--- config.mk ---
export PLATFORM = sky130hd
export DESIGN_NAME = sac_ctrl
export DESIGN_NICKNAME = d
export VERILOG_FILES = /design/src/sac_pkg.sv /design/src/sac_ctrl.sv
export VERILOG_INCLUDE_DIRS = /design/src
export SDC_FILE = /design/constraint.sdc
export NUM_CORES = 1
export LEC_CHECK = 0
export ABC_CLOCK_PERIOD_IN_PS = 2700
export BUFFER_PORTS_ARGS = -buffer_cell sky130_fd_sc_hd__buf_2
export CORE_AREA = 2 2 112 114
export DETAILED_ROUTE_END_ITERATION = 16
export DIE_AREA = 0 0 114 116
export GPL_TIMING_DRIVEN = 0
export HOLD_SLACK_MARGIN = 0.08
export PLACE_DENSITY = 0.63
export SYNTH_ARGS = -nofsm -noshare
export SYNTH_HDL_FRONTEND = slang
export SYNTH_SLANG_ARGS = --single-unit
--- constraint.sdc ---
create_clock -name clk -period 2.7 [get_ports clk]
set_clock_uncertainty 0.2 [all_clocks]
set_input_delay 0.135 -clock clk [delete_from_list [all_inputs] [get_ports clk]]
set_output_delay 0.135 -clock clk [all_outputs]
set_load 0.1 [all_outputs]
--- src/sac_regs.svh ---
// register map, field positions, reset values and timing counts of the
// converter control block.
// assumes byte-wide registers on a plain strobe port, one clock domain.
//
// Overview of operation
// RULE1: channel input-off bit set forces that pin's digital read to zero.
// RULE2: low register bit 3 forces the reference pin's digital read to zero.
// RULE3: high register bits 7:4 mask channels 10 to 7; bits 3:0 read zero.
// RULE4: conversion yields an unsigned 10-bit code, zero at ground.
// RULE5: six-bit channel field routes any of 11 single-ended pins.
// RULE6: differential picks use channel field plus gain bit; single-ended bypass.
// RULE7: same pin on both differential inputs is accepted, giving path offset.
// RULE8: channel code 111111 selects the temperature sensor.
// RULE9: three-bit reference field across two registers picks the reference.
// RULE10: selections reach the analog path only while the enable bit is one.
// RULE11: enable bit zero powers the converter down.
// RULE12: result right-aligned by default, left-aligned with the adjust bit.
// RULE13: software reads the low result byte before the high byte.
// RULE14: low byte read locks both result bytes; finished results are lost.
// RULE15: high byte read releases the lock.
// RULE16: done flag still sets when the result was dropped by the lock.
// RULE17: writing start begins a conversion; start reads one until done.
// RULE18: normal conversion lasts 13 converter clocks, first after enable 25.
// RULE19: on completion store result unless locked, and set the done flag.
// RULE20: prescaler counts while enabled and is held in reset otherwise.
// RULE21: sequencer resolves one bit per converter clock, msb first.
// RULE22: reset clears both input-off registers.
`ifndef SAC_REGS_SVH
`define SAC_REGS_SVH

// ==========================================================================
// register offsets
`define SAC_OFF_PIN_LO   8'h00
`define SAC_OFF_DIS_LO   8'h01
`define SAC_OFF_DIS_HI   8'h02
`define SAC_OFF_CTRL_A   8'h03
`define SAC_OFF_CTRL_B   8'h04
`define SAC_OFF_IN_SEL   8'h05
`define SAC_OFF_RES_LO   8'h06
`define SAC_OFF_RES_HI   8'h07
`define SAC_OFF_PIN_HI   8'h08

// ==========================================================================
// field positions and reset values
`define SAC_CA_ENABLE    7
`define SAC_CA_START     6
`define SAC_CA_DONE      4
`define SAC_CB_GAIN      7
`define SAC_CB_REF2      4
`define SAC_CB_CHAN_HI   3
`define SAC_IS_REF_HI    7
`define SAC_IS_REF_LO    6
`define SAC_IS_ADJUST    5
`define SAC_RESET_BYTE   8'h00
`define SAC_CHAN_TEMP    6'h3F
`define SAC_CHAN_SE_LAST 6'h0A
`define SAC_SAR_TOP      10'h200

// ==========================================================================
// timing in converter clocks
`define SAC_LEN_NORMAL   5'd13
`define SAC_LEN_FIRST    5'd25
`define SAC_BITS_TAIL    5'd11

`endif

--- src/sac_pkg.sv ---
// types shared by the converter control block.
// assumes sac_regs.svh supplies the numeric constants.
package sac_pkg;

  // ========================================================================
  // sequencer states
  typedef enum logic [1:0] {
    SAC_IDLE,
    SAC_WAIT,
    SAC_CONV
  } sac_state_e;

  // ========================================================================
  // selection and control presented to the analog macro
  typedef struct packed {
    logic       power_on;
    logic [2:0] ref_sel;
    logic [5:0] channel;
    logic       gain_sel;
    logic       gain_bypass;
    logic       temp_sel;
    logic       sample;
  } sac_analog_s;

endpackage : sac_pkg

--- src/sac_ctrl.sv ---
// converter control: register port, prescaler, sequencer, result pair with
// read-order lock, and the digital input-off masks for the analog pins.
// assumes strobes synchronous to clk and a comparator answer that is valid
// one converter clock after the trial code changes.
//
// The strobed register port was chosen for this implementation.
`timescale 1ns/100ps
`include "sac_regs.svh"

module sac_ctrl
  import sac_pkg::*;
(
  // clock and reset
  input  wire logic              clk,
  input  wire logic              reset_n,
  // register port
  input  wire logic [7:0]        addr,
  input  wire logic [7:0]        wdata,
  input  wire logic              wr,
  input  wire logic              rd,
  output      logic [7:0]        rdata,
  // pads: bits 2:0 ch0-2, 3 ref pin, 7:4 ch3-6, 11:8 ch7-10
  input  wire logic [11:0]       pin_in,
  output      logic [11:0]       input_buf_off,
  // analog macro
  input  wire logic              cmp_decision,
  output      logic [9:0]        dac_code,
  output      sac_analog_s       ana
);

  // ========================================================================
  // storage
  logic [7:0]  dis_lo;
  logic [3:0]  dis_hi;
  logic        enable;
  logic [2:0]  prescale;
  logic        done_flag;
  logic        gain_sel;
  logic [2:0]  ref_sel;
  logic        adjust;
  logic [5:0]  channel;
  sac_state_e  state;
  logic        first_conv;
  logic [4:0]  cyc;
  logic [6:0]  presc;
  logic [9:0]  mask;
  logic [9:0]  result;
  logic        lock;
  logic [11:0] pin_val;

  // ========================================================================
  // decode
  logic        wr_dis_lo, wr_dis_hi, wr_ca, wr_cb, wr_is;
  logic        rd_res_lo, rd_res_hi;
  logic [6:0]  div_mask;
  logic        tick;
  logic [4:0]  conv_len;
  logic [4:0]  bit_start;
  logic        resolve;
  logic        conv_end;
  logic [11:0] off_mask;

  assign wr_dis_lo = wr && addr == `SAC_OFF_DIS_LO;
  assign wr_dis_hi = wr && addr == `SAC_OFF_DIS_HI;
  assign wr_ca     = wr && addr == `SAC_OFF_CTRL_A;
  assign wr_cb     = wr && addr == `SAC_OFF_CTRL_B;
  assign wr_is     = wr && addr == `SAC_OFF_IN_SEL;
  assign rd_res_lo = rd && addr == `SAC_OFF_RES_LO;
  assign rd_res_hi = rd && addr == `SAC_OFF_RES_HI;
  assign off_mask  = {dis_hi, dis_lo};

  // converter clock: one tick every 2^prescale system clocks, minimum 2
  assign div_mask  = (prescale < 3'd2) ? 7'h01
                   : 7'((8'h01 << prescale) - 8'h01);
  assign tick      = (presc & div_mask) == div_mask;

  // first conversion spends twelve extra clocks settling the analog side
  assign conv_len  = first_conv ? `SAC_LEN_FIRST : `SAC_LEN_NORMAL; // see RULE18
  assign bit_start = conv_len - `SAC_BITS_TAIL;
  assign resolve   = state == SAC_CONV && tick && cyc >= bit_start
                   && cyc < conv_len - 5'd1;
  assign conv_end  = state == SAC_CONV && tick && cyc == conv_len - 5'd1;

  // ========================================================================
  // input-off registers; high bits 3:0 do not exist
  always_ff @(posedge clk) begin
    if (!reset_n) begin
      dis_lo <= `SAC_RESET_BYTE;                      // see RULE22
      dis_hi <= 4'h0;
    end else begin
      if (wr_dis_lo) dis_lo <= wdata;                 // see RULE1
      if (wr_dis_hi) dis_hi <= wdata[7:4];            // see RULE3
    end
  end

  // masked pin sample and buffer-off controls; masked bits read zero
  always_ff @(posedge clk) begin
    if (!reset_n) begin
      pin_val       <= 12'h000;
      input_buf_off <= 12'h000;
    end else begin
      pin_val       <= pin_in & ~off_mask;            // see RULE1 RULE2 RULE3
      input_buf_off <= off_mask;
    end
  end

  // ========================================================================
  // control registers
  always_ff @(posedge clk) begin
    if (!reset_n) begin
      enable   <= 1'b0;
      prescale <= 3'h0;
      gain_sel <= 1'b0;
      ref_sel  <= 3'h0;
      adjust   <= 1'b0;
      channel  <= 6'h00;
    end else begin
      if (wr_ca) begin
        enable   <= wdata[`SAC_CA_ENABLE];
        prescale <= wdata[2:0];
      end
      // channel msb lives in control b, since bit 5 of input select is
      // already taken by the adjust bit
      if (wr_cb) begin
        gain_sel   <= wdata[`SAC_CB_GAIN];
        ref_sel[2] <= wdata[`SAC_CB_REF2];            // see RULE9
        channel[5] <= wdata[`SAC_CB_CHAN_HI];         // see RULE5
      end
      if (wr_is) begin
        ref_sel[1:0] <= wdata[`SAC_IS_REF_HI:`SAC_IS_REF_LO];
        adjust       <= wdata[`SAC_IS_ADJUST];
        channel[4:0] <= wdata[4:0];                   // see RULE5
      end
    end
  end

  // done flag: completion wins over a write-one clear in the same cycle
  always_ff @(posedge clk) begin
    if (!reset_n) begin
      done_flag <= 1'b0;
    end else if (conv_end) begin
      done_flag <= 1'b1;                              // see RULE16 RULE19
    end else if (wr_ca && wdata[`SAC_CA_DONE]) begin
      done_flag <= 1'b0;
    end
  end

  // ========================================================================
  // prescaler, held at zero whenever the converter is off
  always_ff @(posedge clk) begin
    if (!reset_n || !enable) begin
      presc <= 7'h00;                                 // see RULE20
    end else begin
      presc <= presc + 7'h01;
    end
  end

  // ========================================================================
  // sequencer; clearing enable aborts any conversion in flight
  always_ff @(posedge clk) begin
    if (!reset_n || !enable) begin
      state      <= SAC_IDLE;
      first_conv <= 1'b1;
      cyc        <= 5'd0;
    end else begin
      unique case (state)
        SAC_IDLE: begin
          if (wr_ca && wdata[`SAC_CA_START]) state <= SAC_WAIT; // see RULE17
        end
        SAC_WAIT: begin
          // conversion starts on the next converter clock edge
          if (tick) begin
            state <= SAC_CONV;
            cyc   <= 5'd0;
          end
        end
        SAC_CONV: begin
          if (tick) begin
            cyc <= cyc + 5'd1;
            if (conv_end) begin
              state      <= SAC_IDLE;                 // see RULE17
              first_conv <= 1'b0;
            end
          end
        end
      endcase
    end
  end

  // successive approximation, msb first, one bit per converter clock
  always_ff @(posedge clk) begin
    if (!reset_n) begin
      dac_code <= 10'h000;
      mask     <= 10'h000;
    end else if (state == SAC_WAIT && tick) begin
      dac_code <= `SAC_SAR_TOP;
      mask     <= `SAC_SAR_TOP;
    end else if (resolve) begin
      // keep the trial bit only when the input is at or above it
      dac_code <= (cmp_decision ? dac_code : (dac_code & ~mask))
                | (mask >> 1);                        // see RULE21 RULE4
      mask     <= mask >> 1;
    end
  end

  // ========================================================================
  // result pair; a low byte read in the completion cycle also blocks it
  always_ff @(posedge clk) begin
    if (!reset_n) begin
      result <= 10'h000;
    end else if (conv_end && !lock && !rd_res_lo) begin
      result <= dac_code;                             // see RULE19 RULE14
    end
  end

  // read-order lock keeps the two bytes from different conversions
  always_ff @(posedge clk) begin
    if (!reset_n) begin
      lock <= 1'b0;
    end else if (rd_res_lo) begin
      lock <= 1'b1;                                   // see RULE14
    end else if (rd_res_hi) begin
      lock <= 1'b0;                                   // see RULE15
    end
  end

  // ========================================================================
  // analog path: selections only follow while enabled and not converting,
  // so a write during a conversion affects only the next one
  always_ff @(posedge clk) begin
    if (!reset_n) begin
      // channel 0 is single-ended, so the gain stage starts bypassed
      ana <= '{gain_bypass: 1'b1, default: '0};
    end else begin
      ana.power_on <= enable;                         // see RULE11
      ana.sample   <= state == SAC_CONV && cyc < bit_start;
      if (enable && state != SAC_CONV) begin          // see RULE10
        ana.ref_sel     <= ref_sel;                   // see RULE9
        ana.channel     <= channel;                   // see RULE5 RULE7
        ana.gain_sel    <= gain_sel;                  // see RULE6
        ana.gain_bypass <= channel <= `SAC_CHAN_SE_LAST
                        || channel == `SAC_CHAN_TEMP;
        ana.temp_sel    <= channel == `SAC_CHAN_TEMP; // see RULE8
      end
    end
  end

  // ========================================================================
  // read data, valid the cycle after the strobe; unmapped reads give zero
  always_ff @(posedge clk) begin
    if (!reset_n) begin
      rdata <= 8'h00;
    end else if (rd) begin
      unique case (addr)
        `SAC_OFF_PIN_LO: rdata <= pin_val[7:0];
        `SAC_OFF_PIN_HI: rdata <= {pin_val[11:8], 4'h0};
        `SAC_OFF_DIS_LO: rdata <= dis_lo;
        `SAC_OFF_DIS_HI: rdata <= {dis_hi, 4'h0};     // see RULE3
        `SAC_OFF_CTRL_A: rdata <= {enable, state != SAC_IDLE, 1'b0,
                                   done_flag, 1'b0, prescale};
        `SAC_OFF_CTRL_B: rdata <= {gain_sel, 2'b00, ref_sel[2], channel[5],
                                   3'h0};
        `SAC_OFF_IN_SEL: rdata <= {ref_sel[1:0], adjust, channel[4:0]};
        `SAC_OFF_RES_LO: rdata <= adjust ? {result[1:0], 6'h00}
                                         : result[7:0];   // see RULE12
        `SAC_OFF_RES_HI: rdata <= adjust ? result[9:2]
                                         : {6'h00, result[9:8]};
        default:         rdata <= 8'h00;
      endcase
    end else begin
      rdata <= 8'h00;
    end
  end
endmodule : sac_ctrl

# Yosys cells after proc, flatten, opt, wreduce, memory -nomap -nowiden
# Cells that the tools add are included.
# word_totals
regBits,120
input_bits,33
wordCells,125
out_inout_bits,44
# op_classes
n_eq_ne,18
n_reduce_logical,36
n_mux,22
bitwise,7
shifts,1
addsub,5
magnitude_cmp,5
# op_table
cell,count
one-hot mux 8 bit (9 select lines),1
two-way mux 10 bit,5
"== test 8 x 3 -> 1 bit, second input constant",4
logical AND 1 bit,18
"== test 8 x 2 -> 1 bit, second input constant",2
two-way mux 8 bit,2
two-way mux 5 bit,3
AND 12 bit,1
inverter 12 bit,1
AND 10 bit,1
< comparator 5 bit,2
"!= test 2 bit, second input constant",5
inverter 10 bit,1
OR 10 x 9 -> 10 bit,1
one-hot mux 5 bit (2 select lines),1
nonzero test 2 bit,5
"== test 8 x 1 -> 1 bit, second input constant",1
"== test 8 x 4 -> 1 bit, second input constant",1
zero test 8 bit,1
two-way mux 2 bit,4
"adder 7 x 1 -> 7 bit, second input constant",1
AND 7 bit,1
== test 7 bit,1
two-way mux 7 bit,1
other kinds (22),30

# Longest topological paths before layout
# logic_depth
depth_word,10
mapped_depth,11
depth_no_buf,8

# Worst setup path before layout
# No wires, ideal clock.
# synth_path
kind,register -> register
startpoint,reg prescale[2]
endpoint,reg dac_code[0]
setup_ns,0.117
stages_incl_launch_ff,11
arrival_ns,1.829
period_less_slack_ns,2.146
setup_slack_ns,0.554
path_cell_list,dfxtp_1 -> buf_6 -> nor2_8 -> inv_1 -> ha_1 -> inv_1 -> o221ai_2 -> nor4_4 -> buf_6 -> nand3_1 -> a32o_1
# synth_via
elab_chain_cells,8
# synth_rtl
item,line_no,source
"start, declared",sac_ctrl.sv:36,logic [2:0] prescale;
"start signal, assigned",sac_ctrl.sv:120,prescale <= wdata[2:0];
left shift 1 x 3 -> 7 bit,sac_ctrl.sv:74,: 7'((8'h01 << prescale) - 8'h01);
subtractor 7 x 1 -> 7 bit,sac_ctrl.sv:74,
two-way mux 7 bit *,sac_ctrl.sv:73,assign div_mask = (prescale < 3'd2) ? 7'h01
AND 7 bit,sac_ctrl.sv:75,assign tick = (presc & div_mask) == div_mask;
== test 7 bit *,sac_ctrl.sv:75,
logical AND 1 bit (2 in series),sac_ctrl.sv:80,assign resolve = state == SAC_CONV && tick && cyc >= bit_start
logical AND 1 bit,sac_ctrl.sv:81,&& cyc < conv_len - 5'd1;
"end signal, assigned",sac_ctrl.sv:196,dac_code <= `SAC_SAR_TOP;
"end signal, assigned",sac_ctrl.sv:200,dac_code <= (cmp_decision ? dac_code : (dac_code & ~mask))
"end, declared",sac_ctrl.sv:27,"output logic [9:0] dac_code,"
# Mark *: on every way between the ends. The rest lies on a longest branch, timed or not.
# A chain may end at the register's enable or synchronous reset.

# Final worst setup path
# layout_path
startpoint,reg cyc[2]
endpoint,reg dac_code[3]
# layout_via
elab_chain_cells,3
# layout_rtl
item,line_no,source
"start, declared",sac_ctrl.sv:44,logic [4:0] cyc;
"start signal, assigned",sac_ctrl.sv:179,cyc <= cyc + 5'd1;
greater-or-equal comparator 5 bit,sac_ctrl.sv:80,
logical AND 1 bit,sac_ctrl.sv:80,
logical AND 1 bit *,sac_ctrl.sv:81,
# Marks and branches as above.

==> impl_metrics.ini <==
[outcome]
status = complete, no violations

[route]
drt-initial-drc-count = 402
via_per_inst = 5.55
wl_per_cell_um = 17.6
vias = 4934
postRouteAntennaNets = 0
drtPass1Iterations = 5
drt-total-wl_um = 15700
drcViolationCount = 0

[finish]
diodes = 0
areaGrowthSynthToFinish_pct = 27.6
drive_gt1_share_pct = 19.8
multi_input_area_sq_um = 2690
utilization_pct = 57.2
ff_latch_area_sq_um = 2400
fin_nets = 775
fillers = 1101

[synth]
synth_seq_cells = 120
synth_nets = 653
yosysWarnings = 0
synth_flop_cell = dfxtp_1
async_reset_ff_share_pct = 0
synth_edf_count = 0
syn_area_sq_um = 5340
avgSynthCellArea_sq_um = 8.79
synth_cell_types = 67
syn_inst = 608
yosysSeqAreaShare_pct = 45.0

[worst_setup_path]
cp_top_family = compound AO/OA/AOI/OAI gates
worstPathMaxFanout = 10
crit_slowest_cell = a211oi_2
critical_path.cell_chain = inv_1 -> ha_1 -> nor2b_1 -> o21ai_0 -> a211oi_2 -> nand3_1 -> a31o_2
crit_type = reg -> reg
rrSetupSlack_ps = 180
end_kind = flop
crit_required_ps = 2810
slowest_delay_ps = 670
path_buf_inv = 1
worst_setup_path_start_kind = flop
crit_arrival_ps = 2620

[pwr]
seqPwrFrac_pct = 40.8
power_switching_uw = 896
clkPwrFrac_pct = 55.1
ir_drop_mv = 0.395
power_density_nw_per_um2 = 642
leakage_nw = 2.86
p_sw_share_pct = 20.5
p_int_mw = 3.48
combPwrFrac_pct = 4.1

[global_route]
antenna_found_initial = 0
track_usage_pct = 24.5
first_global_vias = 4611
grt_overflow = 0
grt_max_degree = 17
grt_pass1_wl_um = 24700

[clocking]
cts_buffers = 17
insertion_delay_ps = 420
clock-sinks = 120
postCtsSetupRepairBufs = 0
cts_root_buf = clkbuf_16
tritoncts = yes
cts.clk_slew.worst_paths_ps = 50
clk_path_buf_depth = 2
htree_levels = 4

[floorplan]
coreArea_sq_um = 11900
rows = 40
dieHeight_um = 116
pin_count = 77
die_w_um = 114
start_util_pct = 44.9
die_area_sq_um = 13200

[placement]
gp_congestion = 0.916
io_buffers = 75
hpwl_um = 11100

[hold_path]
hp-class = in -> reg

[sta]
slew_headroom_pct = 47.5
final_hold_viol_count = 0
rsz0062_at_grt = no
period_share_pct = 93.2
tightest_slew_ps = 768
min_period_ps = 2520
fin_setup_tns_ps = 0
finalSetupViolCount = 0
fmax_mhz = 398
drv_slew = 0

[run]
cap_viol_max_count = 0
## kinds of logic after synthesis
| family | share of synthesized area, % |
|---|---|
| and+or+nand+nor | 22.1 |
| AOI/OAI and AO/OA | 17.8 |
| DFF | 45.0 |
| buffers and inverters | 4.85 |
| muxes | 6.77 |
| adders and majority gates | 2.81 |
| xor gates and xnor gates | 0.656 |
## per-layer routing
metal | wire length [um] | vias up | share of wire, % | track usage (%)
met3 | 1060 | 21 | 6.8 | 5.39
met4 | 211 | 0 | 1.3 | 8.29
met2 | 7020 | 178 | 45 | 37.7
li1 | - | 2402 | - | -
met5 | 0 | - | 0 | 0
met1 | 7400 | 2333 | 47 | 34.3
## worst reg2reg max path: cells and delay by family, from the launching register on
family / cells / cell delay [ps]
AOI/OAI and AO/OA: 3 / 1120
DFF: 1 / 380
adders and majority gates: 1 / 310
and+or+nand+nor: 2 / 300
buffers and inverters: 1 / 90
## registers in the layout, indices dropped and copies added, names as in the netlist, 4 cells and up
signal         cells
ana               14
channel            6
cyc                5
dac_code          10
dis_hi             4
dis_lo             8
input_buf_off     12
mask              10
pin_val           12
presc              7
rdata              8
result            10
## metrics by stage
step / setup slack, ps / instances / power (mW) / hold WS [ps] / instance area (sq um)
2_1_floorplan: 554 / 608 / 1.90 / 48.8 / 5340
3_3_place_gp: 266 / 830 / 1.97 / 152 / 5900
3_5_place_dp: 238 / 830 / 1.97 / 159 / 5900
4_1_cts: 229 / 889 / 4.40 / 103 / 6810
5_1_grt: 54.2 / 889 / 4.50 / 155 / 6820
6_report: 185 / 889 / 4.38 / 116 / 6820
## timing repair
item / 4_1_cts / 5_1_grt
setup endpoints to repair: 0 / 4
hold buffers: 28 / 0
gates resized for setup: 0 / 1
hold endpoints to repair: 57 / 0
## power by group through the flow
stage          clock, mW  sequential, mW  combinational [mW]
2_1_floorplan          0            1.82              0.0754
3_3_place_gp           0            1.82               0.147
3_5_place_dp           0            1.82               0.148
4_1_cts             2.43            1.79               0.177
5_1_grt             2.52            1.79               0.194
6_report            2.41            1.79               0.180
## worst paths after layout
check,start,endpoint,cells after the start
max,cyc[2]$_SDFFE_PP0P_,dac_code[3]$_SDFFE_PP0P_,7
min,addr[0],dis_hi[2]$_SDFFE_PN0P_,5
max reg2reg,cyc[2]$_SDFFE_PP0P_,dac_code[3]$_SDFFE_PP0P_,7
min reg2reg,first_conv$_SDFFE_PP1P_,first_conv$_SDFFE_PP1P_,1
## final cells by class
type | instances | share of cell area (%)
tap | 147 | 2.70
timing repair buffer | 103 | 9.62
clock inverter | 8 | 2.09
clock buffer | 23 | 7.16
buffer | 37 | 2.70
multi-input combinational | 431 | 39.4
inverter | 20 | 1.10
sequential | 120 | 35.2
## placed cells by master (no fill, tap or decap), types with 4 or more instances in the layout
| master | n |
|---|---|
| a211oi_1 | 5 |
| a21o_1 | 9 |
| a21oi_1 | 54 |
| a221oi_1 | 4 |
| a22oi_1 | 4 |
| a31o_2 | 4 |
| a41oi_1 | 6 |
| and2_1 | 17 |
| and3_1 | 12 |
| buf_2 | 87 |
| bufinv_16 | 4 |
| clkbuf_1 | 21 |
| clkbuf_16 | 17 |
| clkbuf_8 | 4 |
| dfxtp_1 | 120 |
| dlygate4sd3_1 | 28 |
| ha_1 | 12 |
| inv_1 | 19 |
| mux2_2 | 7 |
| mux2i_1 | 26 |
| nand2_1 | 79 |
| nand3_1 | 42 |
| nand4_1 | 9 |
| nor2_1 | 53 |
| nor2b_1 | 5 |
| nor3_1 | 5 |
| o21ai_0 | 23 |
## Yosys cell counts (all sizes together), types with 2 or more instances
cell	count	area (sq um)
nand3	43	220
nand2	81	309
or3	2	12.5
a221oi	4	35.0
a31oi	3	33.8
buf	18	113
nor2b	6	45.0
mux2	7	78.8
a31o	7	70.1
mux2i	26	260
xnor2	2	17.5
xor2	2	17.5
nor2	54	219
dfxtp	120	2400
a22o	2	17.5
and3	12	75.1
ha	12	150
a2111oi	3	26.3
and4	2	17.5
a41oi	7	68.8
a22oi	4	30.0
and2	17	106
a21o	9	67.6
nor3b	2	15.0
nor4	2	42.5
clkbuf	19	71.3
nand2b	2	12.5
o21ai	23	115
a21oi	55	275
a211oi	6	50.1
o21a	2	15.0
nor3	5	25.0
inv	19	71.3
nand4	9	56.3
No activity file was read; power rests on OpenSTA's default activity.
